<file path="config.mk">
export PLATFORM = sky130hd
export DESIGN_NAME = adcctl_conv_control
export DESIGN_NICKNAME = d
export VERILOG_FILES = /design/src/rtl/adcctl_pkg.sv /design/src/rtl/adcctl_clock_div.sv /design/src/rtl/adcctl_conv_control.sv
export VERILOG_INCLUDE_DIRS = /design/src /design/src/rtl
export SDC_FILE = /design/constraint.sdc
export NUM_CORES = 1
export LEC_CHECK = 0
export ABC_AREA = 1
export BUFFER_PORTS_ARGS = -buffer_cell sky130_fd_sc_hd__buf_2
export CAP_MARGIN = 10
export CORE_ASPECT_RATIO = 0.6
export CORE_MARGIN = 5
export CORE_UTILIZATION = 30
export DETAILED_ROUTE_END_ITERATION = 8
export HOLD_SLACK_MARGIN = 0.05
export PLACE_DENSITY = 0.64
export SLEW_MARGIN = 20
export SYNTH_ARGS = -nofsm -noshare
export SYNTH_HDL_FRONTEND = slang
export SYNTH_SLANG_ARGS = --single-unit
</file>
<file path="constraint.sdc">
create_clock -name core_clk -period 1.7 [get_ports core_clk]
set_clock_uncertainty 0.05 [all_clocks]
set_input_delay 0.255 -clock core_clk [delete_from_list [all_inputs] [get_ports core_clk]]
set_output_delay 0.255 -clock core_clk [all_outputs]
set_load 0.05 [all_outputs]
</file>
<file path="src/rtl/adcctl_params.svh">
// Register offsets, field positions, reset values and timing counts of the converter control block.
// Assumes inclusion by bare name from files compiled under rtl/.
`ifndef ADCCTL_PARAMS_SVH
`define ADCCTL_PARAMS_SVH

`define ADCCTL_OFS_CTRL_A      12'h000
`define ADCCTL_OFS_CTRL_B      12'h004
`define ADCCTL_OFS_PIN_SHARE   12'h008
`define ADCCTL_OFS_STATUS      12'h00C
`define ADCCTL_OFS_IRQ_EN      12'h010

`define ADCCTL_A_START_BIT     7
`define ADCCTL_A_BUSY_BIT      6
`define ADCCTL_A_POWER_BIT     5
`define ADCCTL_A_FORMAT_BIT    4
`define ADCCTL_A_CHAN_LSB      0
`define ADCCTL_B_INSRC_LSB     5
`define ADCCTL_B_REF_LSB       3
`define ADCCTL_B_DIV_LSB       0

`define ADCCTL_CTRL_A_RESET    8'h00
`define ADCCTL_CTRL_B_RESET    8'h00
`define ADCCTL_PIN_SHARE_RESET 4'h0

`define ADCCTL_SAMPLE_CYCLES   5'd4
`define ADCCTL_TOTAL_CYCLES    5'd16

`endif

</file>
<file path="src/rtl/adcctl_pkg.sv">
// Types shared by the converter control block.
// Assumes adcctl_params.svh holds the numeric constants.
package adcctl_pkg;
   typedef enum logic [1:0] {ADCCTL_SRC_EXT, ADCCTL_SRC_OPAMP, ADCCTL_SRC_DAC} adcctl_src_t;
   typedef enum logic [1:0] {ADCCTL_REF_PIN, ADCCTL_REF_SUPPLY, ADCCTL_REF_DAC} adcctl_ref_t;
   typedef enum logic [1:0] {ADCCTL_IDLE, ADCCTL_ARMED, ADCCTL_SAMPLE, ADCCTL_CONVERT} adcctl_state_t;
endpackage : adcctl_pkg

</file>
<file path="src/rtl/adcctl_clock_div.sv">
// Conversion clock divider: one-cycle tick at core_clk divided by 2**divSel.
// Assumes divSel stays stable during a conversion; the count restarts on clear.
`timescale 1ns/1ps
module adcctl_clock_div
(
   input  wire logic       core_clk,
   input  wire logic       rst_n,
   input  wire logic       clear,
   input  wire logic [2:0] divSel,
   output logic            convTick
);
   logic [6:0] count_reg;
   logic [6:0] count_next;
   wire  [6:0] terminal = 7'((8'h01 << divSel) - 8'h01);
   wire        atEnd    = (count_reg == terminal);

   assign count_next = (clear || atEnd) ? 7'h00 : 7'(count_reg + 7'h01);
   // Code 000 ticks every cycle, code 111 every 128th.
   assign convTick   = atEnd && !clear;

   always_ff @(posedge core_clk)
   begin
      if (!rst_n)
         count_reg <= 7'h00;
      else
         count_reg <= count_next;
   end
endmodule : adcctl_clock_div

</file>
<file path="src/rtl/adcctl_conv_control.sv">
// Converter control: APB registers, start sequencing, busy flag, request flag, input and reference routing.
// Assumes an APB master on core_clk; analog core, result data and interrupt controller lie outside.
//
// Overview of operation
// - Start pulse low-high-low begins a conversion.
// - Busy flag set while converting.
// - Busy flag clears when conversion ends.
// - Completion sets request flag; enable gates output.
// - Conversion clock is core clock over 2**sel.
// - Converter powered only while enable high.
// - Reference select: pin, supply, DAC reference.
// - Analog pin assignment disables digital functions.
// - Pull-high removed on analog pins.
// - Analog assignment overrides port direction.
// - Source codes 000,101-111 select external path.
// - Codes 001-011 op-amp, 100 DAC output.
// - Channel codes 0-3 connect pins, others float.
// - Sixteen conversion clocks: four sample, twelve convert.
`timescale 1ns/1ps
`include "adcctl_params.svh"
module adcctl_conv_control
(
   input  wire logic        core_clk,
   input  wire logic        rst_n,
   input  wire logic        psel,
   input  wire logic        penable,
   input  wire logic        pwrite,
   input  wire logic [11:0] paddr,
   input  wire logic [31:0] pwdata,
   output logic      [31:0] prdata,
   output logic             pready,
   output logic             pslverr,
   input  wire logic [3:0]  portPullEnable,
   input  wire logic [3:0]  portOutputEnable,
   input  wire logic [3:0]  portDigitalOut,
   output logic             converterPowerEnable,
   output logic             convSampling,
   output logic             convConverting,
   output logic             convDone,
   output logic             convIrq,
   output logic [1:0]       referenceSourceSel,
   output logic             refFromPin,
   output logic             refFromSupply,
   output logic             refFromDac,
   output logic             srcOpamp0,
   output logic             srcOpamp1,
   output logic             srcOpamp2,
   output logic             srcDac,
   output logic [3:0]       channelConnect,
   output logic [3:0]       pinAnalogMode,
   output logic [3:0]       pinPullEnable,
   output logic [3:0]       pinOutputEnable,
   output logic [3:0]       pinDigitalOut,
   output logic             dataFormatSel
);
   // ************************************************************
   // Register bus
   // ************************************************************
   logic [7:0]  ctrlA_reg;
   logic [7:0]  ctrlB_reg;
   logic [3:0]  pinShare_reg;
   logic        irqFlag_reg;
   logic        irqEnable_reg;
   logic [31:0] prdata_reg;
   logic        busy_reg;

   wire access    = psel && penable;
   wire wrAccess  = access && pwrite;
   wire rdSetup   = psel && !penable && !pwrite;
   wire hitCtrlA  = (paddr == `ADCCTL_OFS_CTRL_A);
   wire hitCtrlB  = (paddr == `ADCCTL_OFS_CTRL_B);
   wire hitPin    = (paddr == `ADCCTL_OFS_PIN_SHARE);
   wire hitStatus = (paddr == `ADCCTL_OFS_STATUS);
   wire hitIrqEn  = (paddr == `ADCCTL_OFS_IRQ_EN);
   wire mapped    = hitCtrlA || hitCtrlB || hitPin || hitStatus || hitIrqEn;

   assign pready  = 1'b1;
   assign pslverr = access && !mapped;
   // Read data is captured as the setup cycle ends, so it stands in a flip-flop
   // for the whole access phase and the master can take it at the pready edge.
   // Status seen by a read is therefore one cycle old.
   assign prdata  = prdata_reg;

   // The busy bit is read-only; a write to it is ignored.
   wire [7:0] ctrlAView = {ctrlA_reg[7], busy_reg, ctrlA_reg[5:0]};
   logic [31:0] readMux;
   always_comb
   begin
      if (hitCtrlA)
         readMux = {24'h00_0000, ctrlAView};
      else if (hitCtrlB)
         readMux = {24'h00_0000, ctrlB_reg};
      else if (hitPin)
         readMux = {28'h000_0000, pinShare_reg};
      else if (hitStatus)
         readMux = {30'h0000_0000, busy_reg, irqFlag_reg};
      else if (hitIrqEn)
         readMux = {31'h0000_0000, irqEnable_reg};
      else
         readMux = 32'h0000_0000;
   end

   wire [7:0] ctrlA_next = wrAccess && hitCtrlA ? pwdata[7:0] : ctrlA_reg;
   wire [7:0] ctrlB_next = wrAccess && hitCtrlB ? pwdata[7:0] : ctrlB_reg;
   wire [3:0] pinShare_next = wrAccess && hitPin ? pwdata[3:0] : pinShare_reg;
   wire       irqEnable_next = wrAccess && hitIrqEn ? pwdata[0] : irqEnable_reg;

   always_ff @(posedge core_clk)
   begin
      if (!rst_n)
      begin
         ctrlA_reg     <= `ADCCTL_CTRL_A_RESET;
         ctrlB_reg     <= `ADCCTL_CTRL_B_RESET;
         pinShare_reg  <= `ADCCTL_PIN_SHARE_RESET;
         irqEnable_reg <= 1'b0;
         prdata_reg    <= 32'h0000_0000;
      end
      else
      begin
         ctrlA_reg     <= ctrlA_next;
         ctrlB_reg     <= ctrlB_next;
         pinShare_reg  <= pinShare_next;
         irqEnable_reg <= irqEnable_next;
         prdata_reg    <= rdSetup ? readMux : prdata_reg;
      end
   end

   // ************************************************************
   // Field decode
   // ************************************************************
   wire       startBit  = ctrlA_reg[`ADCCTL_A_START_BIT];
   wire       powerOn   = ctrlA_reg[`ADCCTL_A_POWER_BIT];
   wire [3:0] chanSel   = ctrlA_reg[`ADCCTL_A_CHAN_LSB +: 4];
   wire [2:0] inputSel  = ctrlB_reg[`ADCCTL_B_INSRC_LSB +: 3];
   wire [1:0] refSel    = ctrlB_reg[`ADCCTL_B_REF_LSB +: 2];
   wire [2:0] divSel    = ctrlB_reg[`ADCCTL_B_DIV_LSB +: 3];

   // Clearing the power bit also aborts any conversion in the sequencer below.
   assign converterPowerEnable = powerOn;
   assign dataFormatSel        = ctrlA_reg[`ADCCTL_A_FORMAT_BIT];
   assign referenceSourceSel   = refSel;

   adcctl_pkg::adcctl_ref_t refKind;
   adcctl_pkg::adcctl_src_t srcKind;
   assign refKind = (refSel == 2'b01) ? adcctl_pkg::ADCCTL_REF_SUPPLY :
                    (refSel == 2'b10) ? adcctl_pkg::ADCCTL_REF_DAC : adcctl_pkg::ADCCTL_REF_PIN;
   assign refFromPin    = (refKind == adcctl_pkg::ADCCTL_REF_PIN);
   assign refFromSupply = (refKind == adcctl_pkg::ADCCTL_REF_SUPPLY);
   assign refFromDac    = (refKind == adcctl_pkg::ADCCTL_REF_DAC);

   assign srcKind = (inputSel == 3'b100) ? adcctl_pkg::ADCCTL_SRC_DAC :
                    (inputSel >= 3'b001 && inputSel <= 3'b011) ? adcctl_pkg::ADCCTL_SRC_OPAMP :
                    adcctl_pkg::ADCCTL_SRC_EXT;
   assign srcOpamp0 = (inputSel == 3'b001);
   assign srcOpamp1 = (inputSel == 3'b010);
   assign srcOpamp2 = (inputSel == 3'b011);
   assign srcDac    = (srcKind == adcctl_pkg::ADCCTL_SRC_DAC);

   // ************************************************************
   // Pin sharing
   // ************************************************************

   // The channel switch closes even for an internal source, so a wrong code
   // shorts a pin to the internal node; only software can prevent that.
   genvar g;
   generate
      for (g = 0; g < 4; g++)
      begin : gPin
         assign channelConnect[g]  = (chanSel == 4'(g));
         assign pinAnalogMode[g]   = pinShare_reg[g];
         assign pinPullEnable[g]   = portPullEnable[g] && !pinShare_reg[g];
         assign pinOutputEnable[g] = portOutputEnable[g] && !pinShare_reg[g];
         assign pinDigitalOut[g]   = portDigitalOut[g] && !pinShare_reg[g];
      end
   endgenerate

   // ************************************************************
   // Conversion sequencer
   // ************************************************************
   adcctl_pkg::adcctl_state_t state_reg;
   adcctl_pkg::adcctl_state_t state_next;
   logic       startPrev_reg;
   logic [4:0] tickCount_reg;
   logic [4:0] tickCount_next;
   logic       done_reg;
   logic       convTick;

   wire startRise = startBit && !startPrev_reg;
   wire startFall = !startBit && startPrev_reg;
   // The divider is held clear until sampling starts, so the first conversion
   // clock tick always lies a full period after the start pulse ends.
   wire divClear  = (state_reg == adcctl_pkg::ADCCTL_IDLE) || (state_reg == adcctl_pkg::ADCCTL_ARMED);

   adcctl_clock_div uClockDiv
   (
      .core_clk (core_clk),
      .rst_n    (rst_n),
      .clear    (divClear),
      .divSel   (divSel),
      .convTick (convTick)
   );

   // The sixteenth tick ends the conversion; the tick counter never reaches sixteen.
   wire lastTick = convTick && (tickCount_reg == `ADCCTL_TOTAL_CYCLES - 5'd1);

   // Power loss and a fresh start rise both abandon a conversion without a
   // completion, so software never sees a flag for an aborted result.
   always_comb
   begin
      state_next     = state_reg;
      tickCount_next = tickCount_reg;
      if (!powerOn)
      begin
         state_next     = adcctl_pkg::ADCCTL_IDLE;
         tickCount_next = 5'd0;
      end
      else if (startRise)
      begin
         state_next     = adcctl_pkg::ADCCTL_ARMED;
         tickCount_next = 5'd0;
      end
      else
      begin
         case (state_reg)
            adcctl_pkg::ADCCTL_IDLE:
               state_next = adcctl_pkg::ADCCTL_IDLE;
            // Armed waits for the start bit to drop; busy stays low until then.
            adcctl_pkg::ADCCTL_ARMED:
               if (startFall)
                  state_next = adcctl_pkg::ADCCTL_SAMPLE;
            adcctl_pkg::ADCCTL_SAMPLE:
               if (convTick)
               begin
                  tickCount_next = 5'(tickCount_reg + 5'd1);
                  if (tickCount_reg == `ADCCTL_SAMPLE_CYCLES - 5'd1)
                     state_next = adcctl_pkg::ADCCTL_CONVERT;
               end
            adcctl_pkg::ADCCTL_CONVERT:
               if (lastTick)
               begin
                  state_next     = adcctl_pkg::ADCCTL_IDLE;
                  tickCount_next = 5'd0;
               end
               else if (convTick)
                  tickCount_next = 5'(tickCount_reg + 5'd1);
            default:
               state_next = adcctl_pkg::ADCCTL_IDLE;
         endcase
      end
   end

   // ************************************************************
   // Status flags
   // ************************************************************

   wire doneNow = (state_reg == adcctl_pkg::ADCCTL_CONVERT) && lastTick && powerOn && !startRise;
   wire busy_next = (state_next == adcctl_pkg::ADCCTL_SAMPLE) || (state_next == adcctl_pkg::ADCCTL_CONVERT);
   // A completion in the clearing cycle wins over the write-one clear.
   wire irqClear = wrAccess && hitStatus && pwdata[0];
   wire irqFlag_next = doneNow || (irqFlag_reg && !irqClear);

   always_ff @(posedge core_clk)
   begin
      if (!rst_n)
      begin
         state_reg     <= adcctl_pkg::ADCCTL_IDLE;
         startPrev_reg <= 1'b0;
         tickCount_reg <= 5'd0;
         busy_reg      <= 1'b0;
         irqFlag_reg   <= 1'b0;
         done_reg      <= 1'b0;
      end
      else
      begin
         state_reg     <= state_next;
         startPrev_reg <= startBit;
         tickCount_reg <= tickCount_next;
         busy_reg      <= busy_next;
         irqFlag_reg   <= irqFlag_next;
         done_reg      <= doneNow;
      end
   end

   // ************************************************************
   // Outputs
   // ************************************************************

   assign convSampling   = (state_reg == adcctl_pkg::ADCCTL_SAMPLE);
   assign convConverting = (state_reg == adcctl_pkg::ADCCTL_CONVERT);
   assign convDone       = done_reg;
   assign convIrq        = irqFlag_reg && irqEnable_reg;
endmodule : adcctl_conv_control

</file>
==> impl_metrics.py <==
metrics = {
    "routing": {
        "wl_per_cell_um": 12.0,
        "ant_nets": 0,
        "wl_met3_um": 462,
        "via_count": 2789,
        "drc": 0,
        "wl_um": 7430,
        "firstDrtPassIters": 4,
        "routed.top_layer": "met4",
        "met2RoutedLength_um": 3370,
        "drtIter0Drc": 191,
        "wl_met1_um": 3500,
        "via_per_inst": 4.51,
    },
    "yosys": {
        "synth_area_leaders": "dfxtp_1 (34%), inv_1 (10%), nand2_1 (8.3%), buf_4 (7.4%), nor2_1 (6.1%)",
        "ys_ff_latch": 46,
        "syn_avg_cell_area_um2": 6.72,
        "synth-edff-count": 0,
        "yosys.area.top_type": "dfxtp_1",
        "syn_area_um2": 2730,
        "ys_warn_count": 0,
        "ys_seq_area_share_pct": 33.7,
        "synthDistinctLibCells": 30,
        "synth_top_flop_cell": "dfxtp_1",
        "netlist_instances": 406,
        "yosysMostFrequentCell": "inv_1",
        "async_flop_share_pct": 0,
        "yosysTopAreaCellShare_pct": 33.7,
        "synth_common_cells": "inv_1 (73), nand2_1 (60), dfxtp_1 (46), nor2_1 (44)",
    },
    "cts": {
        "cts_tree": "done",
        "path_clk_slew_ns": 0.06,
        "clk_latency_ns": 0.29,
        "postCtsHoldBufs": 0,
        "cts.sinks": 46,
        "cts_root_buffer": "clkbuf_16",
        "clock_path_buffers": 2,
        "cts_made_buffers": 5,
        "cts_htree_levels": 2,
    },
    "sta": {
        "finalCritPeriodShare_pct": 96.5,
        "hold_violations": 0,
        "whs_ns": 0.204,
        "timing.final.ws_setup_ns": 0.0593,
        "rsz0062_at_grt": "true",
        "setup_viol": 0,
        "fin_setup_tns_ns": 0,
        "period_minus_slack_ns": 1.64,
        "drv_slew": 0,
        "fmax_mhz": 609,
    },
    "worst_setup_path": {
        "worstSetupPathType": "flip-flop to flip-flop",
        "path_max_fanout": 6,
        "reg2reg_depth": 13,
        "arrival_ns": 1.77,
        "rr_startpoint": "ctrlB_reg[2]$_SDFFE_PN0P_",
        "critical_path_required_ns": 1.83,
        "start_kind": "flip-flop",
        "endpoint_kind": "flip-flop",
        "startpoint": "ctrlB_reg[2]$_SDFFE_PN0P_",
    },
    "floorplan": {
        "initial_utilization_pct": 31.4,
        "rows": 26,
        "dieArea_um2": 11200,
        "io-pin-count": 130,
        "fp.dieW_um": 133,
        "fp.dieH_um": 83.9,
        "core-area_um2": 8690,
    },
    "run": {
        "cap_viol_max_count": 0,
    },
    "grt": {
        "antenna_found_initial": 0,
        "grt_overflow": 0,
        "grt_max_degree": 26,
        "grt_pass1_vias": 2638,
        "grt_pass1_wl_um": 12100,
        "grtUsageTotal_pct": 13.1,
    },
    "min_path": {
        "min_from": "pwdata[6]",
        "hold_class": "input pin to flip-flop",
        "min_path_cells": 3,
    },
    "power": {
        "irDropWorstVdd_mv": 0.413,
        "cellPowerDensity_nw_per_um2": 685,
        "p_total_mw": 2.44,
        "p_leak_nw": 1.80,
    },
    "placed_design": {
        "place_ws_ns": -0.147,
        "dp_hpwl_um": 5930,
        "place_area_um2": 3270,
        "finalWeightedCongestion": 0.809,
        "numPortBuffers": 80,
    },
    "layout": {
        "fin_area_um2": 3560,
        "diodes": 0,
        "fill_cells": 880,
        "area_growth_pct": 30.6,
        "nets": 571,
        "final_layout_size_suffix_gt1_share_pct": 31.0,
    },
    "run_status": {
        "status": "completed",
    },
}
timing repair:
action,CTS,global route
gates resized for setup,7,26
buffers inserted,0,5
gates cloned,0,0
pin swaps,0,4
endpoints found under the setup margin,18,18
power breakdown:
group | switching (mW) | internal, mW
Sequential | 0.00382 | 1.08
Clock | 0.415 | 0.582
Combinational | 0.286 | 0.0749
Total | 0.704 | 1.74
area by class of cell:
class                           count  area, um2  share of cell area [%]
Tap cell                          112        140                    3.93
Multi-Input combinational cell    269       1450                    40.6
Clock inverter                      2       12.5                   0.351
Timing Repair Buffer              105        602                    16.9
Sequential cell                    46        930                    26.1
Clock buffer                        6        139                    3.90
Inverter                           78        295                    8.29
final timing paths:
check | end | slack [ns]
hold reg to reg | startPrev_reg$_SDFF_PN0_ | 0.38
setup / recovery | tickCount_reg[3]$_SDFFE_PP0P_ | 0.06
setup reg to reg | tickCount_reg[3]$_SDFFE_PP0P_ | 0.06
hold / removal | ctrlB_reg[6]$_SDFFE_PN0P_ | 0.20
through the flow:
step	util, %	cells
final	41.0	618
after floorplan	-	429
after global placement	37.6	605
after CTS	39.6	613
after global routing	41.0	618
after detailed placement	37.6	605
cells by family after synthesis:
logic type	count (synthesis)	share of synthesized area (%)
AOI/OAI and AO/OA	64	13.2
xor gates and xnor gates	7	2.25
adders and majority gates	5	2.29
buffers and inverters	114	20.4
DFF	46	33.7
other	2	0.275
and+or+nand+nor	168	27.9
placed cells by master, fill, tap and decap left out, drive strengths merged, types with 6 or more instances in the layout:
master and instances:
clkbuf 6, inv 78, o21ai 29, nor2 49, a21oi 22, nor3 14, nand2 70, buf 105
conb 25, dfxtp 46, nand3 29
per-layer routing:
metal  vias to the layer above  global-route usage, %
met1                      1281                   17.7
met5                         -                      0
met3                         8                   3.61
met4                         0                   3.27
li1                       1432                      -
met2                        68                   20.5
worst max-delay path: stages, from the launching register on:
cell and delay (ns):
dfxtp_4 0.41, buf_6 0.14, nand3_2 0.07, nand2_1 0.08, nand2_1 0.06, inv_1 0.06
nand2_2 0.08, inv_2 0.07, nand2_4 0.06, nor2_4 0.10, nand3_2 0.10, nand2_4 0.11
buf_4 0.11, nor2_1 0.03
Note: power is estimated with default switching activity, not from simulation.
